[config.mk]
export PLATFORM = sky130hd
export DESIGN_NAME = monitor_ranging_address_config
export DESIGN_NICKNAME = d
export VERILOG_FILES = /design/src/ranging_pkg.sv /design/src/monitor_ranging_address_config.sv
export VERILOG_INCLUDE_DIRS = /design/src
export SDC_FILE = /design/constraint.sdc
export NUM_CORES = 1
export LEC_CHECK = 0
export ABC_AREA = 0
export BUFFER_PORTS_ARGS = -buffer_cell sky130_fd_sc_hd__buf_2
export CAP_MARGIN = 20
export CORE_MARGIN = 2
export CORE_UTILIZATION = 52
export CTS_BUF_LIST = sky130_fd_sc_hd__clkbuf_16
export DETAILED_ROUTE_END_ITERATION = 10
export PLACE_DENSITY = 0.81
export SKIP_CTS_REPAIR_TIMING = 1
export SLEW_MARGIN = 30
export SYNTH_ARGS = -nofsm -noshare
export SYNTH_HDL_FRONTEND = slang
export SYNTH_SLANG_ARGS = --single-unit
[constraint.sdc]
create_clock -name sys_clk_i -period 2.2 [get_ports sys_clk_i]
set_input_delay 0.22 -clock sys_clk_i [delete_from_list [all_inputs] [get_ports sys_clk_i]]
set_output_delay 0.22 -clock sys_clk_i [all_outputs]
set_load 0.005 [all_outputs]
[src/ranging_consts.svh]
`ifndef RANGING_CONSTS_SVH
`define RANGING_CONSTS_SVH
`define OFF_MAIN_ADDR   8'h8C
`define OFF_CMP_RANGE   8'h8D
`define OFF_SHIFT_12    8'h8E
`define OFF_SHIFT_34    8'h8F
`define RST_MAIN_ADDR   8'h00
`define RST_CMP_RANGE   8'h00
`define RST_SHIFT_12    8'h00
`define RST_SHIFT_34    8'h30
`define FIXED_MAIN_ADDR 8'hA2
`define AUX_ADDR        8'hA0
`define HI_FIELD_MSB    6
`define HI_FIELD_LSB    4
`define LO_FIELD_MSB    2
`define LO_FIELD_LSB    0
`define FIELD_MASK      8'h77
`define UNMAPPED_READ   8'h00
`define RST_RD_DATA     8'h00
`define RST_RANGE       3'h0
`define AUX_ON          1'b1
`define RST_MON_WORD    16'h0000
`define TOP_CODE        3'h7
`define WR_SETTLE       2
`endif

[src/ranging_pkg.sv]
package ranging_pkg;
    typedef struct packed {
        logic       wr;
        logic [7:0] addr;
        logic [7:0] data;
    } reg_req_t;
    typedef logic [15:0] mon_word_t;
endpackage : ranging_pkg

[src/monitor_ranging_address_config.sv]
`timescale 1ns/100ps
`include "ranging_consts.svh"
module monitor_ranging_address_config
    import ranging_pkg::*;
(
    input  wire logic      sys_clk_i,
    input  wire logic      rst_n_i,
    input  wire reg_req_t  req_i,
    input  wire logic      main_addr_select_i,
    input  wire mon_word_t mon_raw_i [4],
    output logic [7:0]     rd_data_o,
    output logic [7:0]     main_slave_addr_o,
    output logic           aux_mem_enable_o,
    output logic [2:0]     bias_trip_range_o,
    output logic [2:0]     power_loop_trip_range_o,
    output logic [2:0]     power_loop_ctrl_range_o,
    output mon_word_t      mon_shifted_o [4]
);
    // Stored configuration bytes, one per offset
    logic [7:0] addr_r;
    logic [7:0] cmp_r;
    logic [7:0] sh12_r;
    logic [7:0] sh34_r;

    // Next values of the stored bytes and of the read data
    logic [7:0] addr_nxt;
    logic [7:0] cmp_nxt;
    logic [7:0] sh12_nxt;
    logic [7:0] sh34_nxt;
    logic [7:0] rd_nxt;

    // Next values of the derived outputs
    logic [7:0] slave_addr_nxt;
    logic       aux_enable_nxt;
    logic [2:0] bias_range_nxt;
    logic [2:0] loop_range_nxt;
    mon_word_t  shifted_nxt [4];

    // Shift amount per monitor channel
    logic [2:0] shamt [4];

    // Register writes; reserved bits are held at zero
    always_comb begin
        addr_nxt = addr_r;
        cmp_nxt  = cmp_r;
        sh12_nxt = sh12_r;
        sh34_nxt = sh34_r;
        if (req_i.wr) begin
            if (req_i.addr == `OFF_MAIN_ADDR) begin
                addr_nxt = req_i.data;
            end else if (req_i.addr == `OFF_CMP_RANGE) begin
                cmp_nxt = req_i.data & `FIELD_MASK;
            end else if (req_i.addr == `OFF_SHIFT_12) begin
                sh12_nxt = req_i.data & `FIELD_MASK;
            end else if (req_i.addr == `OFF_SHIFT_34) begin
                sh34_nxt = req_i.data & `FIELD_MASK;
            end
        end
    end

    // Read mux; other offsets read zero
    always_comb begin
        rd_nxt = `UNMAPPED_READ;
        if (req_i.addr == `OFF_MAIN_ADDR) begin
            rd_nxt = addr_r;
        end else if (req_i.addr == `OFF_CMP_RANGE) begin
            rd_nxt = cmp_r;
        end else if (req_i.addr == `OFF_SHIFT_12) begin
            rd_nxt = sh12_r;
        end else if (req_i.addr == `OFF_SHIFT_34) begin
            rd_nxt = sh34_r;
        end
    end

    // Configuration bytes and read data; reset loads the factory values
    always_ff @(posedge sys_clk_i or negedge rst_n_i) begin
        if (!rst_n_i) begin
            addr_r    <= `RST_MAIN_ADDR;
            cmp_r     <= `RST_CMP_RANGE;
            sh12_r    <= `RST_SHIFT_12;
            sh34_r    <= `RST_SHIFT_34;
            rd_data_o <= `RST_RD_DATA;
        end else begin
            addr_r    <= addr_nxt;
            cmp_r     <= cmp_nxt;
            sh12_r    <= sh12_nxt;
            sh34_r    <= sh34_nxt;
            rd_data_o <= rd_nxt;
        end
    end

    // A write followed at once by a read of the same shift byte returns
    // the masked value; reserved bits always read as zero
    rd_back_a: assert property (
        @(posedge sys_clk_i) disable iff (!rst_n_i)
        (req_i.wr && req_i.addr == `OFF_SHIFT_12) ##1
        (!req_i.wr && req_i.addr == `OFF_SHIFT_12)
        |=> rd_data_o == ($past(req_i.data, `WR_SETTLE) & `FIELD_MASK))
        else $error("readback wrong");

    // Shift amounts per channel
    assign shamt[0] = sh12_r[`HI_FIELD_MSB:`HI_FIELD_LSB];
    assign shamt[1] = sh12_r[`LO_FIELD_MSB:`LO_FIELD_LSB];
    assign shamt[2] = sh34_r[`HI_FIELD_MSB:`HI_FIELD_LSB];
    assign shamt[3] = sh34_r[`LO_FIELD_MSB:`LO_FIELD_LSB];

    // Derived outputs follow the stored bytes one edge later, so a write
    // shows on them one edge after it is taken
    always_comb begin
        slave_addr_nxt = `FIXED_MAIN_ADDR;
        if (main_addr_select_i) begin
            slave_addr_nxt = addr_r;
        end
        aux_enable_nxt = (addr_r != `AUX_ADDR);
        bias_range_nxt = cmp_r[`HI_FIELD_MSB:`HI_FIELD_LSB];
        loop_range_nxt = cmp_r[`LO_FIELD_MSB:`LO_FIELD_LSB];
    end

    // One power loop code feeds trip and loop, so the two never differ
    always_ff @(posedge sys_clk_i or negedge rst_n_i) begin
        if (!rst_n_i) begin
            main_slave_addr_o       <= `FIXED_MAIN_ADDR;
            aux_mem_enable_o        <= `AUX_ON;
            bias_trip_range_o       <= `RST_RANGE;
            power_loop_trip_range_o <= `RST_RANGE;
            power_loop_ctrl_range_o <= `RST_RANGE;
        end else begin
            main_slave_addr_o       <= slave_addr_nxt;
            aux_mem_enable_o        <= aux_enable_nxt;
            bias_trip_range_o       <= bias_range_nxt;
            power_loop_trip_range_o <= loop_range_nxt;
            power_loop_ctrl_range_o <= loop_range_nxt;
        end
    end

    // Address select picks the programmed byte, otherwise the fixed one
    addr_sel_a: assert property (
        @(posedge sys_clk_i) disable iff (!rst_n_i)
        main_addr_select_i |=> main_slave_addr_o == $past(addr_r))
        else $error("programmed address not used");
    addr_fix_a: assert property (
        @(posedge sys_clk_i) disable iff (!rst_n_i)
        !main_addr_select_i |=> main_slave_addr_o == `FIXED_MAIN_ADDR)
        else $error("fixed address not used");

    // Auxiliary memory is off one edge after the address byte holds A0h, and on one edge after it holds any other value
    aux_off_a: assert property (
        @(posedge sys_clk_i) disable iff (!rst_n_i)
        (addr_r == `AUX_ADDR) |=> !aux_mem_enable_o)
        else $error("aux memory not disabled");
    aux_on_a: assert property (
        @(posedge sys_clk_i) disable iff (!rst_n_i)
        (addr_r != `AUX_ADDR) |=> aux_mem_enable_o)
        else $error("aux memory not enabled");

    // A range write reaches the bias trip output two edges later
    bias_rng_a: assert property (
        @(posedge sys_clk_i) disable iff (!rst_n_i)
        (req_i.wr && req_i.addr == `OFF_CMP_RANGE) |=> ##1
        bias_trip_range_o
            == $past(req_i.data[`HI_FIELD_MSB:`HI_FIELD_LSB], `WR_SETTLE))
        else $error("bias range wrong");

    // Both power loop outputs carry the low code of the range byte
    apc_rng_a: assert property (
        @(posedge sys_clk_i) disable iff (!rst_n_i)
        power_loop_trip_range_o == power_loop_ctrl_range_o
        && power_loop_trip_range_o
            == $past(cmp_r[`LO_FIELD_MSB:`LO_FIELD_LSB]))
        else $error("power loop range mismatch");

    // Zero-filled logical shift, one lane per channel; the result is
    // registered, so a new shift field shows one edge after the byte
    for (genvar g = 0; g < 4; g++) begin : g_shift
        always_comb begin
            shifted_nxt[g] = mon_raw_i[g] >> shamt[g];
        end

        always_ff @(posedge sys_clk_i or negedge rst_n_i) begin
            if (!rst_n_i) begin
                mon_shifted_o[g] <= `RST_MON_WORD;
            end else begin
                mon_shifted_o[g] <= shifted_nxt[g];
            end
        end
    end

    // Lanes follow their own shift field one edge late; the first edge
    // after reset still shows cleared lanes, so it is not judged
    sh1_val_a: assert property (
        @(posedge sys_clk_i) disable iff (!rst_n_i)
        $past(rst_n_i) |-> mon_shifted_o[0]
            == $past(mon_raw_i[0])
               >> $past(sh12_r[`HI_FIELD_MSB:`HI_FIELD_LSB]))
        else $error("channel 1 shift wrong");
    sh2_val_a: assert property (
        @(posedge sys_clk_i) disable iff (!rst_n_i)
        $past(rst_n_i) |-> mon_shifted_o[1]
            == $past(mon_raw_i[1])
               >> $past(sh12_r[`LO_FIELD_MSB:`LO_FIELD_LSB]))
        else $error("channel 2 shift wrong");
    sh3_val_a: assert property (
        @(posedge sys_clk_i) disable iff (!rst_n_i)
        $past(rst_n_i) |-> mon_shifted_o[2]
            == $past(mon_raw_i[2])
               >> $past(sh34_r[`HI_FIELD_MSB:`HI_FIELD_LSB]))
        else $error("channel 3 shift wrong");
    sh4_val_a: assert property (
        @(posedge sys_clk_i) disable iff (!rst_n_i)
        $past(rst_n_i) |-> mon_shifted_o[3]
            == $past(mon_raw_i[3])
               >> $past(sh34_r[`LO_FIELD_MSB:`LO_FIELD_LSB]))
        else $error("channel 4 shift wrong");
    sh_zero_a: assert property (
        @(posedge sys_clk_i) disable iff (!rst_n_i)
        (sh34_r[`HI_FIELD_MSB:`HI_FIELD_LSB] == `TOP_CODE)
        |=> (mon_shifted_o[2] >> ($bits(mon_word_t) - `TOP_CODE))
            == 16'h0000)
        else $error("shift not zero filled");

    // Main scenarios: auxiliary memory off, programmed address in use,
    // deepest shift on a lane, top bias code, write then readback
    aux_c: cover property (@(posedge sys_clk_i) !aux_mem_enable_o);
    sel_c: cover property (@(posedge sys_clk_i) main_addr_select_i
        && addr_r != `RST_MAIN_ADDR);
    shift_c: cover property (@(posedge sys_clk_i) shamt[1] == `TOP_CODE);
    range_c: cover property (@(posedge sys_clk_i)
        bias_trip_range_o == `TOP_CODE);
    back_c: cover property (@(posedge sys_clk_i)
        req_i.wr ##1 (!req_i.wr && req_i.addr == `OFF_SHIFT_12));
endmodule : monitor_ranging_address_config

### Word level (Yosys, flattened, before mapping)

Cells that the tools add are included.

| storage, ports and cells | value |
|---|---|
| bits of input ports | 84 |
| register bits after elaboration | 113 |

| cells by class | value |
|---|---|
| shift operators | 4 |
| equal/unequal tests | 5 |
| bitwise logic cells | 3 |
| multiplexer cells | 5 |
| reductions and logical operators | 4 |

Operators with widths:

| cell | number |
|---|---|
| >> shifter 16 x 3 -> 16 bit | 4 |
| == test 8 bit, second input constant | 4 |
| 2-to-1 mux 7 bit | 3 |
| 2-to-1 mux 8 bit | 2 |
| inequality test 8 bit, second input constant | 1 |
| AND reduction 5 bit | 1 |
| AND reduction 4 bit | 1 |
| NOT 1 bit | 3 |
| AND reduction 3 bit | 1 |
| AND reduction 2 bit | 1 |

### Longest topological paths before layout

Gate-level depths: netlist of run 1.

| logic depth | value |
|---|---|
| word-level depth | 5 |
| gate-level depth with buffers | 5 |
| mapped depth without buffers | 3 |

### Least setup slack after synthesis of run 1

OpenSTA, ideal clock, no wires.

| path | value |
|---|---|
| path kind | input-to-reg |
| start point | in req_i[13] (netlist name) |
| end point | reg sh34_r[0] |
| arrival | 1788 ps |
| setup slack | 287 ps |
| stages | 5 |
| cells stage by stage | or4b_4 buf_6 or4b_4 buf_6 mux2_4 |

| on the way | value |
|---|---|
| word-level cells in the longest chain between the ends | 3 |

Ends and longest elaborated chain:

| element | RTL line | RTL |
|---|---|---|
| start, declared | monitor_ranging_address_config.sv:8 | `input wire reg_req_t req_i,` |
| == test 8 bit (no line) | -- |  |
| NOT 1 bit (no line) | -- |  |
| AND reduction 5 bit (no line) * | -- |  |
| end signal, assigned | monitor_ranging_address_config.sv:81 | `` sh34_r <= `RST_SHIFT_34; `` |
| end signal, assigned | monitor_ranging_address_config.sv:87 | `sh34_r <= sh34_nxt;` |
| end, declared | monitor_ranging_address_config.sv:23 | `logic [7:0] sh34_r;` |

Mark *: on every way between the ends. The rest lies on a longest branch, timed or not.
A chain may end at the register's enable or synchronous reset.

==> key figures, run 1 <==
Floorplan
  – Boundary Pins: 174
  – Initial Utilization: 53.8%
  – Die ar.: 11600 um^2
  – Die height: 108 um
  – Area of the core: 10400 um^2
  – Die width: 108 um
  – Row count: 37

Global routing
  – Largest net degree at the start of global routing: 43
  – Number of global-route vias before repair: 3910
  – GRT Residual Overflow: 0
  – Initial antenna violation count: 0
  – First-pass GRT wire length: 20200 um
  – Total GRT Usage: 23.0%

Pwr
  – Power share of the clock group: 48.3%
  – Static Leak: 3.33 nW
  – Total power: 5.92 mW
  – Switching pwr: 1.33 mW
  – Part of the power in registers: 39.5%
  – Logic gate share of total power: 12.1%
  – Switching part of the total: 22.5%
  – Worst vdd ir: 0.469 mV
  – PD cells: 822 nW/um^2
  – Pint: 4.59 mW

Drt
  – Routed WL: 12800 um
  – Pre-antenna DRT Iters: 4
  – Number of remaining DRC errors: 0
  – Vias/cell: 5.44
  – Routed wire per std cell: 17.4 um
  – Routed Antenna Nets: 0
  – Vias: 4001
  – Initial DRC count: 146

Worst setup path
  – Critical path fanouts, max: 21
  – Crit path kind: flop to flop
  – Crit. path cell count: 3
  – Slowest Stage Delay on Critical Path: 0.85 ns
  – Critical path, cell by cell: mux2_2 -> mux2i_1 -> o21ai_0
  – Top delay family on crit path: flip-flops
  – Reg2Reg Launch Point: sh34_r[1]$_DFFE_PN0P_
  – R2r endpoint: mon_shifted_o[6]$_DFF_PN0_
  – CP max-delay cell: dfrtp_1
  – WP buf/inv: 0
  – Data arrival, critical path: 2.06 ns
  – CP required: 2.43 ns
  – Setup crit end kind: flop
  – R2R setup slack: 0.37 ns
  – R2r worst-path depth: 3
  – Startpoint class of the critical path: flop
  – Critical path origin: sh34_r[1]$_DFFE_PN0P_
  – Setup crit end: mon_shifted_o[6]$_DFF_PN0_

Logic synthesis
  – Post-Syn Instances: 417
  – Cell taking the most area after synthesis: dfrtp_1
  – Avg Inst Size Synth: 13.4 um^2
  – #FFs+latches synth: 113
  – Post-Synthesis Cell Area: 5610 um^2
  – Syn nets: 501
  – Seq/Total Area, Yosys: 50.6%
  – Unique cell type count in the Yosys netlist: 29
  – Post-synth top area share: 47.7%
  – Synth top area cells: dfrtp_1 (48%), mux4_2 (17%), mux2_2 (8.2%), mux2i_1 (4.3%), nand2_1 (2.9%)
  – Ys Warns: 0

Placement
  – IO Port Bufs: 173
  – DP HPWL: 9280 um
  – GPL Wtd Cong: 0.899

STA
  – Worst slew pin tran: 0.814 ns
  – Period Utilization, post-route: 83.1%
  – Relative slew slack: 45.7%
  – Setup Viol. Count Final: 0
  – RSZ-0062 raised after global routing: false
  – Slew Viols, Final: 0
  – Max frequency: 547 MHz
  – Worst Skew: 0.00499 ns
  – Final TNS setup: 0 ns
  – Final Hold Viols: 0
  – Minimum clock period: 1.83 ns

Final layout
  – Fillers: 754
  – Ant. Diodes: 0
  – Share of cells above drive strength 1: 51.5%
  – Sequential cell area: 2840 um^2
  – Area of the multi-input gates: 2600 um^2
  – Area delta synth->final: 28.5%
  – Nets@finish: 671

Flow run
  – MaxCap Viol Count: 0

Clock tree
  – Clock Latency Late Sink: 0.40 ns
  – CTS clock-pin slew for the worst setup and hold paths: 0.05 ns
  – Inserted Clock Buffers: 17
  – Htree depth: 4
  – CTS Root Cell: clkbuf_16
  – CTS Buffer Depth: 2
  – Clock sinks: 113
  – CTS tree: built

Hold path
  – Worst hold path class: input port to flop

Outcome
  – Run status: complete, no violations
-- kinds of logic (layout without fill, tap and decap cells) --
logic type             after synthesis  in the layout  share of synthesized area (%)
DFF                                113            113                           50.6
AOI/OAI and AO/OA                   40             40                           4.11
muxes                              117            117                           31.8
and+or+nand+nor                    110            110                           10.5
buffers and inverters               37            220                           3.03
-- cell usage after synthesis --
| library cell | count |
|---|---|
| mux2_2 | 41 |
| o2bb2ai_1 | 8 |
| a21oi_1 | 12 |
| nor4b_4 | 1 |
| nor4_1 | 1 |
| mux2_1 | 4 |
| o21ai_0 | 20 |
| nor4bb_1 | 1 |
| dfrtp_1 | 107 |
| nand2b_1 | 12 |
| buf_6 | 2 |
| nand2_1 | 44 |
| nor2_1 | 20 |
| nor4_4 | 2 |
| or4b_4 | 2 |
| nor2b_1 | 10 |
| or2_2 | 1 |
| buf_1 | 5 |
| nor3_1 | 8 |
| inv_1 | 5 |
| buf_2 | 4 |
| clkbuf_1 | 18 |
| mux2_4 | 6 |
| mux2i_1 | 24 |
| dfstp_2 | 6 |
| mux4_2 | 42 |
| nor4b_1 | 2 |
| and2_1 | 6 |
| buf_4 | 3 |
-- layout make-up --
class / count / area share, %
clock inverter: 15 / 2.74
timing repair buffer: 183 / 13.3
clock buffer: 17 / 5.90
multi-input combinational: 267 / 36.1
inverter: 5 / 0.260
sequential: 113 / 39.3
tap: 136 / 2.36
-- power groups by stage --
stage / registers [mW] / logic (mW) / clock network, mW
2_1_floorplan: 2.33 / 0.406 / 0
3_3_place_gp: 2.37 / 0.694 / 0
3_5_place_dp: 2.37 / 0.717 / 0
4_1_cts: 2.34 / 0.723 / 2.90
5_1_grt: 2.36 / 0.792 / 3.00
6_report: 2.34 / 0.719 / 2.86
-- how the worst min path moves through the flow --
stage | startpoint | to | slack (ns) | depth (start not counted)
floorplan | rst_n_i | addr_r[0]$_DFFE_PN0P_ | -0.08 | 0
global placement | rst_n_i | mon_shifted_o[45]$_DFF_PN0_ | 0.21 | 1
detailed placement | rst_n_i | mon_shifted_o[44]$_DFF_PN0_ | 0.23 | 1
CTS | rst_n_i | mon_shifted_o[41]$_DFF_PN0_ | -0.21 | 1
global route | main_addr_select_i | main_slave_addr_o[1]$_DFF_PN1_ | 0.05 | 2
finish | main_addr_select_i | main_slave_addr_o[1]$_DFF_PN1_ | 0.04 | 2
-- layout by cell type, fill, tap and decap left out, drive strengths merged --
| master | count |
|---|---|
| or4b | 2 |
| bufinv | 5 |
| or2 | 1 |
| clkbuf | 17 |
| nor2 | 20 |
| nand2 | 44 |
| nor4b | 3 |
| mux2 | 51 |
| clkinv | 7 |
| dfstp | 6 |
| nor4 | 3 |
| dlygate4sd3 | 1 |
| mux2i | 24 |
| dfrtp | 107 |
| o21ai | 20 |
| o2bb2ai | 8 |
| nand2b | 12 |
| inv | 6 |
| a21oi | 12 |
| nor2b | 10 |
| mux4 | 42 |
| and2 | 6 |
| clkinvlp | 2 |
| buf | 182 |
| nor3 | 8 |
| nor4bb | 1 |
-- metrics by stage --
| step | setup WS, ns | hold WS (ns) | util, % | instance area, um^2 | std cells |
|---|---|---|---|---|---|
| floorplan | 0.287 | -0.0756 | - | 5610 | 417 |
| global placement | 0.249 | 0.211 | 63.1 | 6580 | 703 |
| detailed placement | 0.230 | 0.227 | 63.1 | 6580 | 703 |
| CTS | 0.345 | -0.205 | 69.1 | 7200 | 735 |
| global route | 0.268 | 0.0524 | 69.2 | 7210 | 736 |
| finish | 0.372 | 0.0410 | 69.2 | 7210 | 736 |
-- registers in the layout (all words and copies together), names as in the netlist --
register	cells
rd_data_o	8
main_slave_addr_o	8
sh12_r	6
aux_mem_enable_o	1
sh34_r	6
cmp_r	6
addr_r	8
bias_trip_range_o	3
mon_shifted_o	64
power_loop_ctrl_range_o	3
-- metal layers --
layer / GRT usage [%] / part of all wire (%)
met1: 31.3 / 43
met2: 36.9 / 51
met3: 5.51 / 5.1
met4: 7.23 / 1.0
met5: 0 / 0
No activity file was read; power rests on OpenSTA's default activity.
==> inputs of run 2 (changes only) <==
--- a/config.mk
+++ b/config.mk
@@ -6,7 +6,7 @@
 export SDC_FILE = /design/constraint.sdc
 export NUM_CORES = 1
 export LEC_CHECK = 0
-export ABC_AREA = 0
+export ABC_AREA = 1
 export BUFFER_PORTS_ARGS = -buffer_cell sky130_fd_sc_hd__buf_2
 export CAP_MARGIN = 20
 export CORE_MARGIN = 2
==> constraint.sdc (replaced) <==
create_clock -name sys_clk_i -period 1.8 [get_ports sys_clk_i]
set_input_delay 0.18 -clock sys_clk_i [delete_from_list [all_inputs] [get_ports sys_clk_i]]
set_output_delay 0.18 -clock sys_clk_i [all_outputs]
set_load 0.005 [all_outputs]
==> run 2 against run 1 <==
Compared with the run above:
- the run now ends with negative hold slack left
- sequential cell count unchanged
- count of clock-buffer cells in the layout stayed put
- core utilization down 1.1 points
- register-to-register slack lost 0.18 ns
- via count up 37%
- final cell count increased by 43%
- sequential share of layout area decreased by 0.78 points
- die area rose by 2.1%
- design area is 2.0% higher
- worst setup slack worse by 0.18 ns
- combinational power grew 47%
==> key figures, run 2 <==
Floorplan
  – Initial Utilization: 53.1% (-0.74 points)
  – Die height: 109 um (+1.0%)
  – Die ar.: 11900 um^2 (+2.1%)
  – Die width: 109 um (+1.0%)
  – Boundary Pins: 174 (unchanged)
  – Row count: 38 (+2.7%)
  – Area of the core: 10800 um^2 (+3.6%)

STA
  – Final Hold Viols: 2 (+2)
  – RSZ-0062 raised after global routing: false
  – Max frequency: 624 MHz (+14%)
  – Slew Viols, Final: 0 (unchanged)
  – Setup WS post-layout: 0.197 ns (-0.176 ns)
  – Relative slew slack: 67.0% (+21 points)
  – Setup Viol. Count Final: 0 (unchanged)
  – Period Utilization, post-route: 89.1% (+6.0 points)
  – Minimum clock period: 1.60 ns (-0.224 ns)
  – Hold WS: -0.00455 ns (-0.0455 ns)
  – Worst slew pin tran: 0.495 ns (-0.319 ns)
  – Worst Skew: 0.0128 ns (+0.00776 ns)
  – Final TNS setup: 0 ns (unchanged)

Worst setup path
  – Critical path fanouts, max: 18 (-14%)
  – CP required: 2.08 ns (-0.35 ns)
  – WP buf/inv: 1 (+1)
  – Top cell by count, worst path: nand2_1
  – Critical path, cell by cell: inv_2 -> o21ai_0 -> nand2_1 -> nand3_1 -> nand2_1
  – Top delay family on crit path: flip-flops
  – Slowest Stage Delay on Critical Path: 0.64 ns (-0.21 ns)
  – Data arrival, critical path: 1.89 ns (-0.17 ns)
  – Setup crit end kind: flop
  – Crit path kind: flop to flop
  – CP max-delay cell: dfrtp_1
  – Startpoint class of the critical path: flop

Final layout
  – Max reg flops: 64 (unchanged)
  – Area delta synth->final: 28.3%
  – Nets@finish: 984 (+47%)
  – Most common cell after layout, fill and taps aside: nand2_1
  – Register name with the most flops: mon_shifted_o
  – Final core utilization: 68.1% (-1.1 points)
  – Fillers: 921 (+22%)
  – Share of cells above drive strength 1: 30.7% (-21 points)
  – Fin cells: 1055 (+43%)
  – Most frequent cells in the layout: nand2_1 (254), buf_2 (172), nand3_1 (116)
  – Cell area after layout: 7350 um^2 (+2.0%)

Outcome
  – Run status: finished with violations
  – Failing checks: negative hold slack

Clock tree
  – CTS tree: built
  – Clock Latency Late Sink: 0.41 ns (about the same)
  – Clock sinks: 113 (unchanged)
  – CTS Root Cell: clkbuf_16
  – CTS clock-pin slew for the worst setup and hold paths: 0.05 ns (about the same)
  – CTS Buffer Depth: 2 (unchanged)
  – Htree depth: 4 (unchanged)
  – Inserted Clock Buffers: 17 (unchanged)

Global routing
  – Total GRT Usage: 26.6% (+3.6 points)
  – Largest net degree at the start of global routing: 45 (+4.7%)
  – Initial antenna violation count: 1 (+1)
  – GRT Residual Overflow: 0 (unchanged)
  – Number of global-route vias before repair: 5216 (+33%)
  – First-pass GRT wire length: 24600 um (+21%)

Placement
  – IO Port Bufs: 173 (unchanged)
  – Placed Cells: 1019 (+45%)
  – Placement Cell Area: 6680 um^2 (+1.6%)
  – DP HPWL: 10600 um (+14%)
  – DP Worst Slack: 0.230 ns (unchanged)
  – GPL Wtd Cong: 0.924 (+2.7%)

Logic synthesis
  – #FFs+latches synth: 113 (unchanged)
  – Most common cell in the netlist: nand2_1
  – Cell taking the most area after synthesis: dfrtp_1
  – Top cells by count, synth: nand2_1 (254), nand3_1 (116), dfrtp_1 (107)
  – Dominant synthesized flop cell: dfrtp_1
  – Syn nets: 820 (+64%)
  – Unique cell type count in the Yosys netlist: 25 (-14%)
  – Number of flops mapped to enable cells by yosys: 0 (unchanged)
  – Post-Syn Instances: 736 (+76%)
  – Synth top area cells: dfrtp_1 (47%), nand2_1 (17%), nand3_1 (10%), or2_2 (4.8%), o21ai_0 (4.2%)
  – Avg Inst Size Synth: 7.79 um^2 (-42%)
  – Seq/Total Area, Yosys: 49.5% (-1.1 points)
  – Async set-or-reset flop fraction in the synthesized netlist: 100% (unchanged)
  – Post-Synthesis Cell Area: 5730 um^2 (+2.2%)
  – Ys Warns: 0 (unchanged)
  – Post-synth top area share: 46.7% (-1.0 points)

Pwr
  – Static Leak: 3.93 nW (+18%)
  – Total power: 7.60 mW (+28%)
  – Worst vdd ir: 0.596 mV (+27%)
  – PD cells: 1030 nW/um^2 (+26%)

Drt
  – Vias/cell: 5.18 (-4.7%)
  – Number of remaining DRC errors: 0 (unchanged)
  – Vias: 5467 (+37%)
  – Routed Antenna Nets: 0 (unchanged)
  – Pre-antenna DRT Iters: 5 (+1)
  – Routed WL: 14700 um (+15%)
  – Routed wire per std cell: 14.0 um (-20%)
  – Initial DRC count: 372 (+150%)

Hold path
  – Worst hold path class: input port to flop

Flow run
  – MaxCap Viol Count: 0 (unchanged)
-- run 2: layout make-up --
cell class	instances	area (um^2)	area share, %
inverters	35	131	1.79
multi-input cells	545	2550	34.6
well taps	140	175	2.38
diodes	2	5.00	0.0681
clock inverters	15	224	3.05
clock buffers	17	425	5.79
repair buffers	188	1010	13.7
flip-flops and latches	113	2840	38.6
-- run 2: worst paths after layout --
kind | slack, ns | to | depth (start not counted) | start
max in group asynchronous | 0.93 | sh34_r[5]$_DFFE_PN1P_ | 3 | rst_n_i
min in group asynchronous | 0.25 | mon_shifted_o[51]$_DFF_PN0_ | 2 | rst_n_i
max reg2reg | 0.20 | mon_shifted_o[8]$_DFF_PN0_ | 5 | sh34_r[0]$_DFFE_PN0P_
max | 0.20 | mon_shifted_o[8]$_DFF_PN0_ | 5 | sh34_r[0]$_DFFE_PN0P_
min reg2reg | 0.41 | bias_trip_range_o[1]$_DFF_PN0_ | 0 | cmp_r[5]$_DFFE_PN0P_
min | -0.005 | addr_r[3]$_DFFE_PN0P_ | 3 | req_i[3]
-- run 2: worst reg2reg max path, stage by stage, from the launching register on --
cell and delay [ns]:
dfrtp_1 0.64, inv_2 0.24, o21ai_0 0.34, nand2_1 0.12, nand3_1 0.08, nand2_1 0.06
-- run 2: power breakdown --
part | switching, mW | internal, mW
Sequential | 0.0953 | 2.75
Combinational | 0.638 | 0.426
Clock | 1.13 | 2.56
Total | 1.86 | 5.74
-- run 2: cells by family after synthesis --
| kind of cell | share of synthesized area, % |
|---|---|
| AND/OR/NAND/NOR | 38.5 |
| flip-flops | 49.5 |
| buffers and inverters | 6.09 |
| AO/OA/AOI/OAI | 5.96 |
-- run 2: per-layer routing --
metal / GRT usage (%) / routed length (um)
met1: 34.9 / 6280
met3: 7.11 / 1020
met5: 0 / 0
met4: 8.70 / 263
met2: 42.8 / 7180
